==> config.mk <==
export PLATFORM = sky130hd
export DESIGN_NAME = adcc_conv_ctrl
export DESIGN_NICKNAME = d
export VERILOG_FILES = /design/src/rtl/adcc_sar_core.v /design/src/rtl/adcc_conv_ctrl.v
export VERILOG_INCLUDE_DIRS = /design/src /design/src/rtl
export SDC_FILE = /design/constraint.sdc
export NUM_CORES = 1
export LEC_CHECK = 0
export ABC_CLOCK_PERIOD_IN_PS = 2100
export BUFFER_PORTS_ARGS = -buffer_cell sky130_fd_sc_hd__buf_2
export CAP_MARGIN = 20
export CORE_UTILIZATION = 45
export DETAILED_ROUTE_END_ITERATION = 10
export PLACE_DENSITY = 0.66
export RECOVER_POWER = 100
export SYNTH_ARGS = -nofsm -noshare
export SYNTH_HDL_FRONTEND = slang
export SYNTH_SLANG_ARGS = --single-unit
==> constraint.sdc <==
create_clock -name clk_sys_i -period 2.1 [get_ports clk_sys_i]
set_clock_uncertainty 0.2 [all_clocks]
set_input_delay 0.105 -clock clk_sys_i [delete_from_list [all_inputs] [get_ports clk_sys_i]]
set_output_delay 0.105 -clock clk_sys_i [all_outputs]
set_load 0.01 [all_outputs]
==> src/rtl/adcc_defines.vh <==
/*
 header of constants for the converter control block: register offsets,
 field positions, reset values and timing counts.
 assumes a 100 MHz system clock and an 8-bit register port.
*/
`ifndef ADCC_DEFINES_VH
`define ADCC_DEFINES_VH

// register offsets on the plain register port
`define ADCC_ADDR_W 8
`define ADCC_OFF_CTRL 8'h1F
`define ADCC_OFF_RESULT 8'h1E
`define ADCC_OFF_STATUS 8'h20
`define ADCC_OFF_MASK 8'h21

// control register fields
`define ADCC_CLK_HI 7
`define ADCC_CLK_LO 6
`define ADCC_CH_HI 5
`define ADCC_CH_LO 3
`define ADCC_GO_BIT 2
`define ADCC_UNIMP_BIT 1
`define ADCC_PWR_BIT 0
`define ADCC_CTRL_RST 8'h00
`define ADCC_WR_MASK 8'hFD

// clock select codes
`define ADCC_CS_DIV2 2'h0
`define ADCC_CS_DIV8 2'h1
`define ADCC_CS_DIV32 2'h2
`define ADCC_CS_RC 2'h3

// oscillator divide ratios, in system clocks per conversion clock period
`define ADCC_DIV2 8'h02
`define ADCC_DIV8 8'h08
`define ADCC_DIV32 8'h20
// internal rc clock period, 4000 ns typical, at 10 ns per system clock
`define ADCC_RC_PERIOD_NS 4000
`define ADCC_CLK_PERIOD_NS 10
`define ADCC_RC_CYCLES (`ADCC_RC_PERIOD_NS / `ADCC_CLK_PERIOD_NS)
`define ADCC_PRE_W 9
// half of the rc period in system clocks, sized for the prescaler
`define ADCC_RC_HALF 9'h0C8

// conversion length in half conversion clock periods: 9.5 periods
`define ADCC_HALF_PERIODS 5'h13

// interrupt status bit positions
`define ADCC_IRQ_DONE 0
`define ADCC_IRQ_W 1

`endif

==> src/rtl/adcc_sar_core.v <==
/*
 successive approximation sequencer: paces one conversion from start to done
 in 9.5 periods of the selected conversion clock.
 assumes the analog comparator answers within one system clock.
*/
`timescale 1ns/1ps
`default_nettype none

`include "adcc_defines.vh"

module adcc_sar_core (
	input wire clk_sys_i,
	input wire srst_i,
	input wire start_i,
	input wire abort_i,
	input wire half_tick_i,
	input wire comp_i,
	output wire [7:0] dac_code_o,
	output reg busy_o,
	output reg done_o,
	output reg [7:0] result_o
);

	reg [4:0] half_q;
	reg [7:0] trial_q;
	reg [7:0] bit_q;

	assign dac_code_o = trial_q | bit_q;

	always @(posedge clk_sys_i) begin
		done_o <= 1'b0;
		if (srst_i || abort_i) begin
			busy_o <= 1'b0;
			half_q <= 5'h00;
			trial_q <= 8'h00;
			bit_q <= 8'h00;
			if (srst_i)
				result_o <= 8'h00;
		end else if (start_i && !busy_o) begin
			busy_o <= 1'b1;
			half_q <= 5'h00;
			trial_q <= 8'h00;
			bit_q <= 8'h80;
		end else if (busy_o && half_tick_i) begin
			half_q <= half_q + 5'h01;
			// decide one bit on every second half period from the second to the sixteenth
			if (half_q[0] && bit_q != 8'h00) begin
				if (comp_i)
					trial_q <= trial_q | bit_q;
				bit_q <= bit_q >> 1;
			end
			if (half_q == `ADCC_HALF_PERIODS - 5'h01) begin
				busy_o <= 1'b0;
				done_o <= 1'b1;
				result_o <= trial_q;
			end
		end
	end

endmodule // adcc_sar_core

`default_nettype wire

==> src/rtl/adcc_conv_ctrl.v <==
/*
 converter control register block: control register, result register,
 interrupt status and mask, clock divider and conversion sequencing.
 assumes a same-clock register master and a synchronous analog front end;
 the trigger and comparator pins are synchronised here.
*/
// Strobed register access was decided locally.
`timescale 1ns/1ps
`default_nettype none

`include "adcc_defines.vh"

// How it works
// - clock select picks osc/2, /8, /32, rc
// - go bit starts conversion, hardware clears it
// - bit one reads zero, writes ignored
// - control register resets to all zero
// - done loads result, clears go, sets flag
// - compare trigger sets go only when powered
// - conversion lasts nine and half periods

module adcc_conv_ctrl (
	input wire clk_sys_i,
	input wire srst_i,
	input wire [7:0] addr_i,
	input wire [7:0] wdata_i,
	input wire wr_i,
	input wire rd_i,
	output reg [7:0] rdata_o,
	input wire cmp_trigger_i,
	input wire comp_out_i,
	output reg [2:0] input_channel_select_o,
	output reg converter_power_on_o,
	output reg sample_hold_o,
	output reg [7:0] dac_code_o,
	output reg conversion_done_flag_o,
	output wire irq_o
);

	reg [1:0] conv_clock_select_q;
	reg [2:0] input_channel_select_q;
	reg go_q;
	reg converter_power_on_q;
	reg [7:0] conversion_result_q;
	reg [`ADCC_IRQ_W-1:0] irq_status_q;
	reg [`ADCC_IRQ_W-1:0] irq_mask_q;
	reg [1:0] trig_sync_q;
	reg [1:0] comp_sync_q;
	reg trig_prev_q;
	reg [`ADCC_PRE_W-1:0] pre_q;
	reg [`ADCC_PRE_W-1:0] half_len;
	wire half_tick;
	wire trig_rise;
	wire sar_busy;
	wire sar_done;
	wire [7:0] sar_result;
	wire [7:0] sar_dac;
	wire ctrl_wr;
	wire sw_start;
	wire [7:0] ctrl_rd;
	wire [7:0] ctrl_rst_val;
	wire sel_ctrl;
	wire sel_result;
	wire sel_status;
	wire sel_mask;
	wire sar_start;

	function hit;
		input [7:0] a;
		input [7:0] off;
		begin
			hit = (a == off);
		end
	endfunction

	assign sel_ctrl = hit(addr_i, `ADCC_OFF_CTRL);
	assign sel_result = hit(addr_i, `ADCC_OFF_RESULT);
	assign sel_status = hit(addr_i, `ADCC_OFF_STATUS);
	assign sel_mask = hit(addr_i, `ADCC_OFF_MASK);
	assign ctrl_wr = wr_i && sel_ctrl;
	assign ctrl_rst_val = `ADCC_CTRL_RST;
	// the done cycle still shows the old go bit; it must not start a second run
	assign sar_start = go_q && !sar_done;
	assign trig_rise = trig_sync_q[1] && !trig_prev_q;
	// power must already be on; setting go with power in one write is not honoured
	assign sw_start = ctrl_wr && wdata_i[`ADCC_GO_BIT] && converter_power_on_q;
	assign ctrl_rd = {conv_clock_select_q, input_channel_select_q, go_q, 1'b0,
		converter_power_on_q};

	// half a conversion clock period, in system clocks
	// at divide by two the comparator round trip outlasts a bit period
	always @* begin
		case (conv_clock_select_q)
		`ADCC_CS_DIV2: half_len = {1'b0, `ADCC_DIV2 >> 1};
		`ADCC_CS_DIV8: half_len = {1'b0, `ADCC_DIV8 >> 1};
		`ADCC_CS_DIV32: half_len = {1'b0, `ADCC_DIV32 >> 1};
		default: half_len = `ADCC_RC_HALF;
		endcase
	end

	assign half_tick = (pre_q == half_len - 9'h001);

	always @(posedge clk_sys_i) begin
		if (srst_i || !sar_busy || half_tick)
			pre_q <= {`ADCC_PRE_W{1'b0}};
		else
			pre_q <= pre_q + 9'h001;
	end

	// pins from outside pass two flops first
	always @(posedge clk_sys_i) begin
		if (srst_i) begin
			trig_sync_q <= 2'h0;
			trig_prev_q <= 1'b0;
		end else begin
			trig_sync_q <= {trig_sync_q[0], cmp_trigger_i};
			trig_prev_q <= trig_sync_q[1];
		end
	end

	always @(posedge clk_sys_i) begin
		if (srst_i)
			comp_sync_q <= 2'h0;
		else
			comp_sync_q <= {comp_sync_q[0], comp_out_i};
	end

	always @(posedge clk_sys_i) begin
		if (srst_i) begin
			conv_clock_select_q <= ctrl_rst_val[`ADCC_CLK_HI:`ADCC_CLK_LO];
			input_channel_select_q <= ctrl_rst_val[`ADCC_CH_HI:`ADCC_CH_LO];
			converter_power_on_q <= ctrl_rst_val[`ADCC_PWR_BIT];
		end else if (ctrl_wr) begin
			conv_clock_select_q <= wdata_i[`ADCC_CLK_HI:`ADCC_CLK_LO];
			input_channel_select_q <= wdata_i[`ADCC_CH_HI:`ADCC_CH_LO];
			converter_power_on_q <= wdata_i[`ADCC_PWR_BIT];
		end
	end

	// done clears go; a new start in the same cycle wins
	always @(posedge clk_sys_i) begin
		if (srst_i)
			go_q <= ctrl_rst_val[`ADCC_GO_BIT];
		else if (ctrl_wr && !wdata_i[`ADCC_PWR_BIT])
			go_q <= 1'b0;
		else if (sw_start)
			go_q <= 1'b1;
		else if (trig_rise && converter_power_on_q)
			go_q <= 1'b1;
		else if (sar_done)
			go_q <= 1'b0;
	end

	always @(posedge clk_sys_i) begin
		if (srst_i) begin
			conversion_result_q <= 8'h00;
			irq_status_q <= {`ADCC_IRQ_W{1'b0}};
			irq_mask_q <= {`ADCC_IRQ_W{1'b0}};
		end else begin
			if (sar_done)
				conversion_result_q <= sar_result;
			if (wr_i && sel_mask)
				irq_mask_q <= wdata_i[`ADCC_IRQ_W-1:0];
			// set wins over write-one-to-clear
			if (sar_done)
				irq_status_q[`ADCC_IRQ_DONE] <= 1'b1;
			else if (wr_i && sel_status && wdata_i[`ADCC_IRQ_DONE])
				irq_status_q[`ADCC_IRQ_DONE] <= 1'b0;
		end
	end

	always @(posedge clk_sys_i) begin
		if (srst_i) begin
			rdata_o <= 8'h00;
		end else if (rd_i) begin
			if (sel_ctrl)
				rdata_o <= ctrl_rd;
			else if (sel_result)
				rdata_o <= conversion_result_q;
			else if (sel_status)
				rdata_o <= {7'h00, irq_status_q};
			else if (sel_mask)
				rdata_o <= {7'h00, irq_mask_q};
			else
				rdata_o <= 8'h00;
		end else begin
			rdata_o <= 8'h00;
		end
	end

	always @(posedge clk_sys_i) begin
		if (srst_i) begin
			input_channel_select_o <= 3'h0;
			converter_power_on_o <= 1'b0;
			sample_hold_o <= 1'b0;
			dac_code_o <= 8'h00;
			conversion_done_flag_o <= 1'b0;
		end else begin
			input_channel_select_o <= input_channel_select_q;
			converter_power_on_o <= converter_power_on_q;
			// hold capacitor is disconnected from the pin while converting
			sample_hold_o <= sar_busy;
			dac_code_o <= sar_dac;
			conversion_done_flag_o <= irq_status_q[`ADCC_IRQ_DONE];
		end
	end

	// level output; stays high until software clears the status bit or its mask bit
	assign irq_o = |(irq_status_q & irq_mask_q);

	adcc_sar_core u_sar (
		.clk_sys_i(clk_sys_i),
		.srst_i(srst_i),
		.start_i(sar_start),
		.abort_i(!converter_power_on_q),
		.half_tick_i(half_tick),
		.comp_i(comp_sync_q[1]),
		.dac_code_o(sar_dac),
		.busy_o(sar_busy),
		.done_o(sar_done),
		.result_o(sar_result)
	);

endmodule // adcc_conv_ctrl

`default_nettype wire

==> metrics.md <==
| Metric | Value |
|---|---|
| Synth async-reset ratio | `0%` |
| Final Util | `between 50% and 60%` |
| DRC viols | `0` |
| Final Slew Violations | `0` |
| Final Hold Fails | `0` |
| Mapped cell area | `3280 sq um` |
| Cell Int Power | `0.00221 W` |
| Nets@finish | `431` |
| First-pass GRT wire length | `11000 microns` |
| Number of fillers in the final layout | `639` |
| Synth Area per Inst | `between 10 and 15 sq um` |
| Least-Margin Pin Slew | `0.750 ns` |
| Total iterations of the first detailed-routing run | `4` |
| Max Fclk | `around 510 MHz` |
| Net Sw Frac | `21.6%` |
| Post-synth top area share | `46.4%` |
| WL final | `6610 microns` |
| Pre-CTS setup slack | `0.110 ns` |
| Maximum clock insertion buffer count | `2` |
| Synth area leader | `dfxtp_1` |
| WS Path Type | `primary input to flip-flop` |
| Hold EP | `converter_power_on_q` |
| CTS buffer count | `9` |
| R2R depth | `4` |
| Grt ovf | `0` |
| Clock sink count | `84` |
| Commonest cells in the netlist | `dfxtp_1, nor2_1, mux2i_1` |
| Count of final setup violators | `0` |
| Maximum capacitance violations | `0` |
| Clock share of power | `around two fifths` |
| Layout area overhead | `23.6%` |
| Yosys Warn Count | `0` |
| Number of synthesized flops with an enable pin | `8` |
| Root Driver | `clkbuf_8` |
| Fin Setup TNS | `0 ns` |
| H-tree Lvls | `3` |
| Count of cell types in the netlist | `46` |
| Top FF cell, synth | `dfxtp_1` |
| Arrival time at the worst endpoint | `1.98 ns` |
| Worst r2r src | `conv_clock_select_q[1]` |
| Max_slew headroom | `50.0%` |
| Synth Instances | `between 300 and 400` |
| Layout cell share with drive strength beyond 1 | `14.4%` |
| GRT Total Usage | `18.8%` |
| Die footprint | `7630 sq um` |
| Fin crit share | `between 90 and 100%` |
| 1st-iter DRT viols | `75` |
| R2r setup slk | `0.16 ns` |
| Number of diodes | `0` |
| RSZ-0062 raised after global routing | `false` |
| HP Class | `primary input to flip-flop` |
| Detail Placement HPWL | `~4400 microns` |
| Die Span Y | `around 87 microns` |
| Maximum vdd ir drop | `0.326 mV` |
| Vias in the first global route | `2396` |
| Wire length per cell | `13.0 microns` |
| Sequential share of the synthesized area | `53.7%` |
| Synth top area cells | `dfxtp_1, mux2i_1, edfxtp_1, nor2_1, nand2_1` |
| Gpl congestion | `0.832` |
| Worst hold start | `addr_i[7]` |
| Clock Pin Slew Worst Setup and Hold Paths | `about 0.080 ns` |
| Vias/cell | `about 5.0` |
| Core area | `6910 sq um` |
| #FFs+latches synth | `84` |
| Tmin final | `1.96 ns` |
| Chip Width | `87.4 microns` |
| Sequential Power Share | `between 50% and 60%` |
| Gate power share | `about 3.1%` |
| Hold Crit Depth | `6` |
| Critical Path Sink Type | `flip-flop` |
| Largest net degree at the start of global routing | `30` |
| Initial antenna violation count | `0` |
| Initial Util | `47.5%` |
| Final setup margin | `~0.14 ns` |
| Psw | `0.000608 W` |
| CP startpoint kind | `primary input` |
| Count leader, synth | `dfxtp_1` |
| Syn_nets | `352` |
| Vias | `2538` |
| Worst EP required | `2.12 ns` |
| Status | `finished clean` |
| I/O Pins | `45` |
| Critical Path Fanout Max | `29` |
| CTS tree | `done` |
| Post-route ant nets | `0` |
| PortBufs | `43` |
| Lkg Pwr | `1.51 nW` |
| Worst reg2reg endpoint | `u_sar.result_o[7]` |
| Placement Rows | `30` |
| Clk_lat worst skew | `around 0.35 ns` |
| Pwr Density | `slightly below 700 nW/um^2` |
sequential cells by signal (all words and copies together) (netlist names), 2 cells and up:
signal,count
conv_clock_select_q,2
rdata_o,8
u_sar.bit_q,8
pre_q,9
u_sar.trial_q,8
u_sar.half_q,5
dac_code_o,8
trig_sync_q,2
u_sar.result_o,8
input_channel_select_q,3
input_channel_select_o,3
conversion_result_q,8
comp_sync_q,2
per-stage QoR:
step                      std cells  total power [W]  instance area [sq um]  hold slack, ns
after global routing            507          0.00292                   4050           0.203
final                           507          0.00282                   4050           0.180
after global placement          465          0.00173                   3650           0.115
after detailed placement        465          0.00173                   3650           0.135
after CTS                       503          0.00285                   4060          0.0524
after floorplan                 327          0.00170                   3280          0.0306
power by group through the flow:
stage	logic [W]	clock network, W	registers [W]
after floorplan	0.0000341	0	0.00167
after global placement	0.0000607	0	0.00167
after detailed placement	0.0000617	0	0.00167
after CTS	0.0000860	0.00113	0.00163
after global routing	0.0000945	0.00119	0.00163
final	0.0000866	0.00110	0.00163
per-layer routing:
metal / wire, microns / track usage, % / vias up
met5: 0 / 0 / -
met4: 112 / 9.84 / 0
met3: 215 / 3.13 / 9
met2: 3240 / 31.8 / 53
met1: 3050 / 23.0 / 1186
li1: - / - / 1290
area by class of cell:
type	count	area, sq um	area share (%)
clock buffer	14	174	4.29
clock inverter	2	16.3	0.401
inverter	8	30.0	0.741
multi-input combinational	220	1430	35.2
sequential	84	1760	43.5
tap	96	120	2.96
timing repair buffer	83	524	12.9
timing repair:
item,in CTS,in global routing
hold endpoints to repair,18,0
setup endpoints to repair,0,9
hold buffers,22,0
setup buffers,0,4
resized for setup,0,2
kinds of logic (layout without fill, tap and decap cells):
family / Yosys count / after routing / share of synthesized area (%)
AOI/OAI and AO/OA: 34 / 34 / 7.94
xor gates and xnor gates: 8 / 8 / 2.14
adders and majority gates: 3 / 3 / 1.14
buffers and inverters: 23 / 107 / 2.94
DFF: 84 / 84 / 53.7
muxes: 31 / 31 / 9.50
and+or+nand+nor: 144 / 144 / 22.6
worst max-delay path by stage:
stage | to | cells past startpoint | from
after floorplan | u_sar.result_o[0] | 5 | pre_q[2]
after global routing | u_sar.result_o[7] | 4 | pre_q[1]
final | u_sar.bit_q[5] | 7 | srst_i
after detailed placement | u_sar.result_o[5] | 4 | conv_clock_select_q[1]
after global placement | u_sar.result_o[5] | 4 | conv_clock_select_q[1]
after CTS | u_sar.result_o[7] | 4 | conv_clock_select_q[1]
worst max-delay path, cell delays in order:
cell and delay (ns):
dlygate4sd3_1 0.54, clkbuf_1 0.58, nor2b_1 0.12, nor2b_1 0.17, buf_4 0.23, nand2_1 0.13
mux2i_1 0.09
cell usage in the layout, fill, tap and decap left out, types with 2 or more instances in the layout:
| master | count |
|---|---|
| buf_2 | 19 |
| dfxtp_1 | 75 |
| and2_0 | 5 |
| nor2_1 | 49 |
| nor3_1 | 4 |
| o41ai_1 | 2 |
| a31oi_1 | 2 |
| buf_4 | 13 |
| nor4_1 | 7 |
| a21oi_1 | 4 |
| nand3b_1 | 2 |
| nand4_1 | 5 |
| nand2_1 | 25 |
| xor2_1 | 5 |
| clkbuf_8 | 10 |
| o211a_1 | 2 |
| nand2b_1 | 3 |
| dlygate4sd3_1 | 22 |
| o2111ai_1 | 3 |
| clkbuf_1 | 30 |
| nand3_1 | 14 |
| and4_1 | 3 |
| ha_1 | 3 |
| clkbuf_2 | 2 |
| nor3b_1 | 2 |
| nor2b_1 | 13 |
| xnor2_1 | 3 |
| and2_1 | 5 |
| edfxtp_1 | 8 |
| inv_1 | 8 |
| o21ai_0 | 11 |
| mux2i_1 | 30 |
Power figures use the tool's default switching activity.
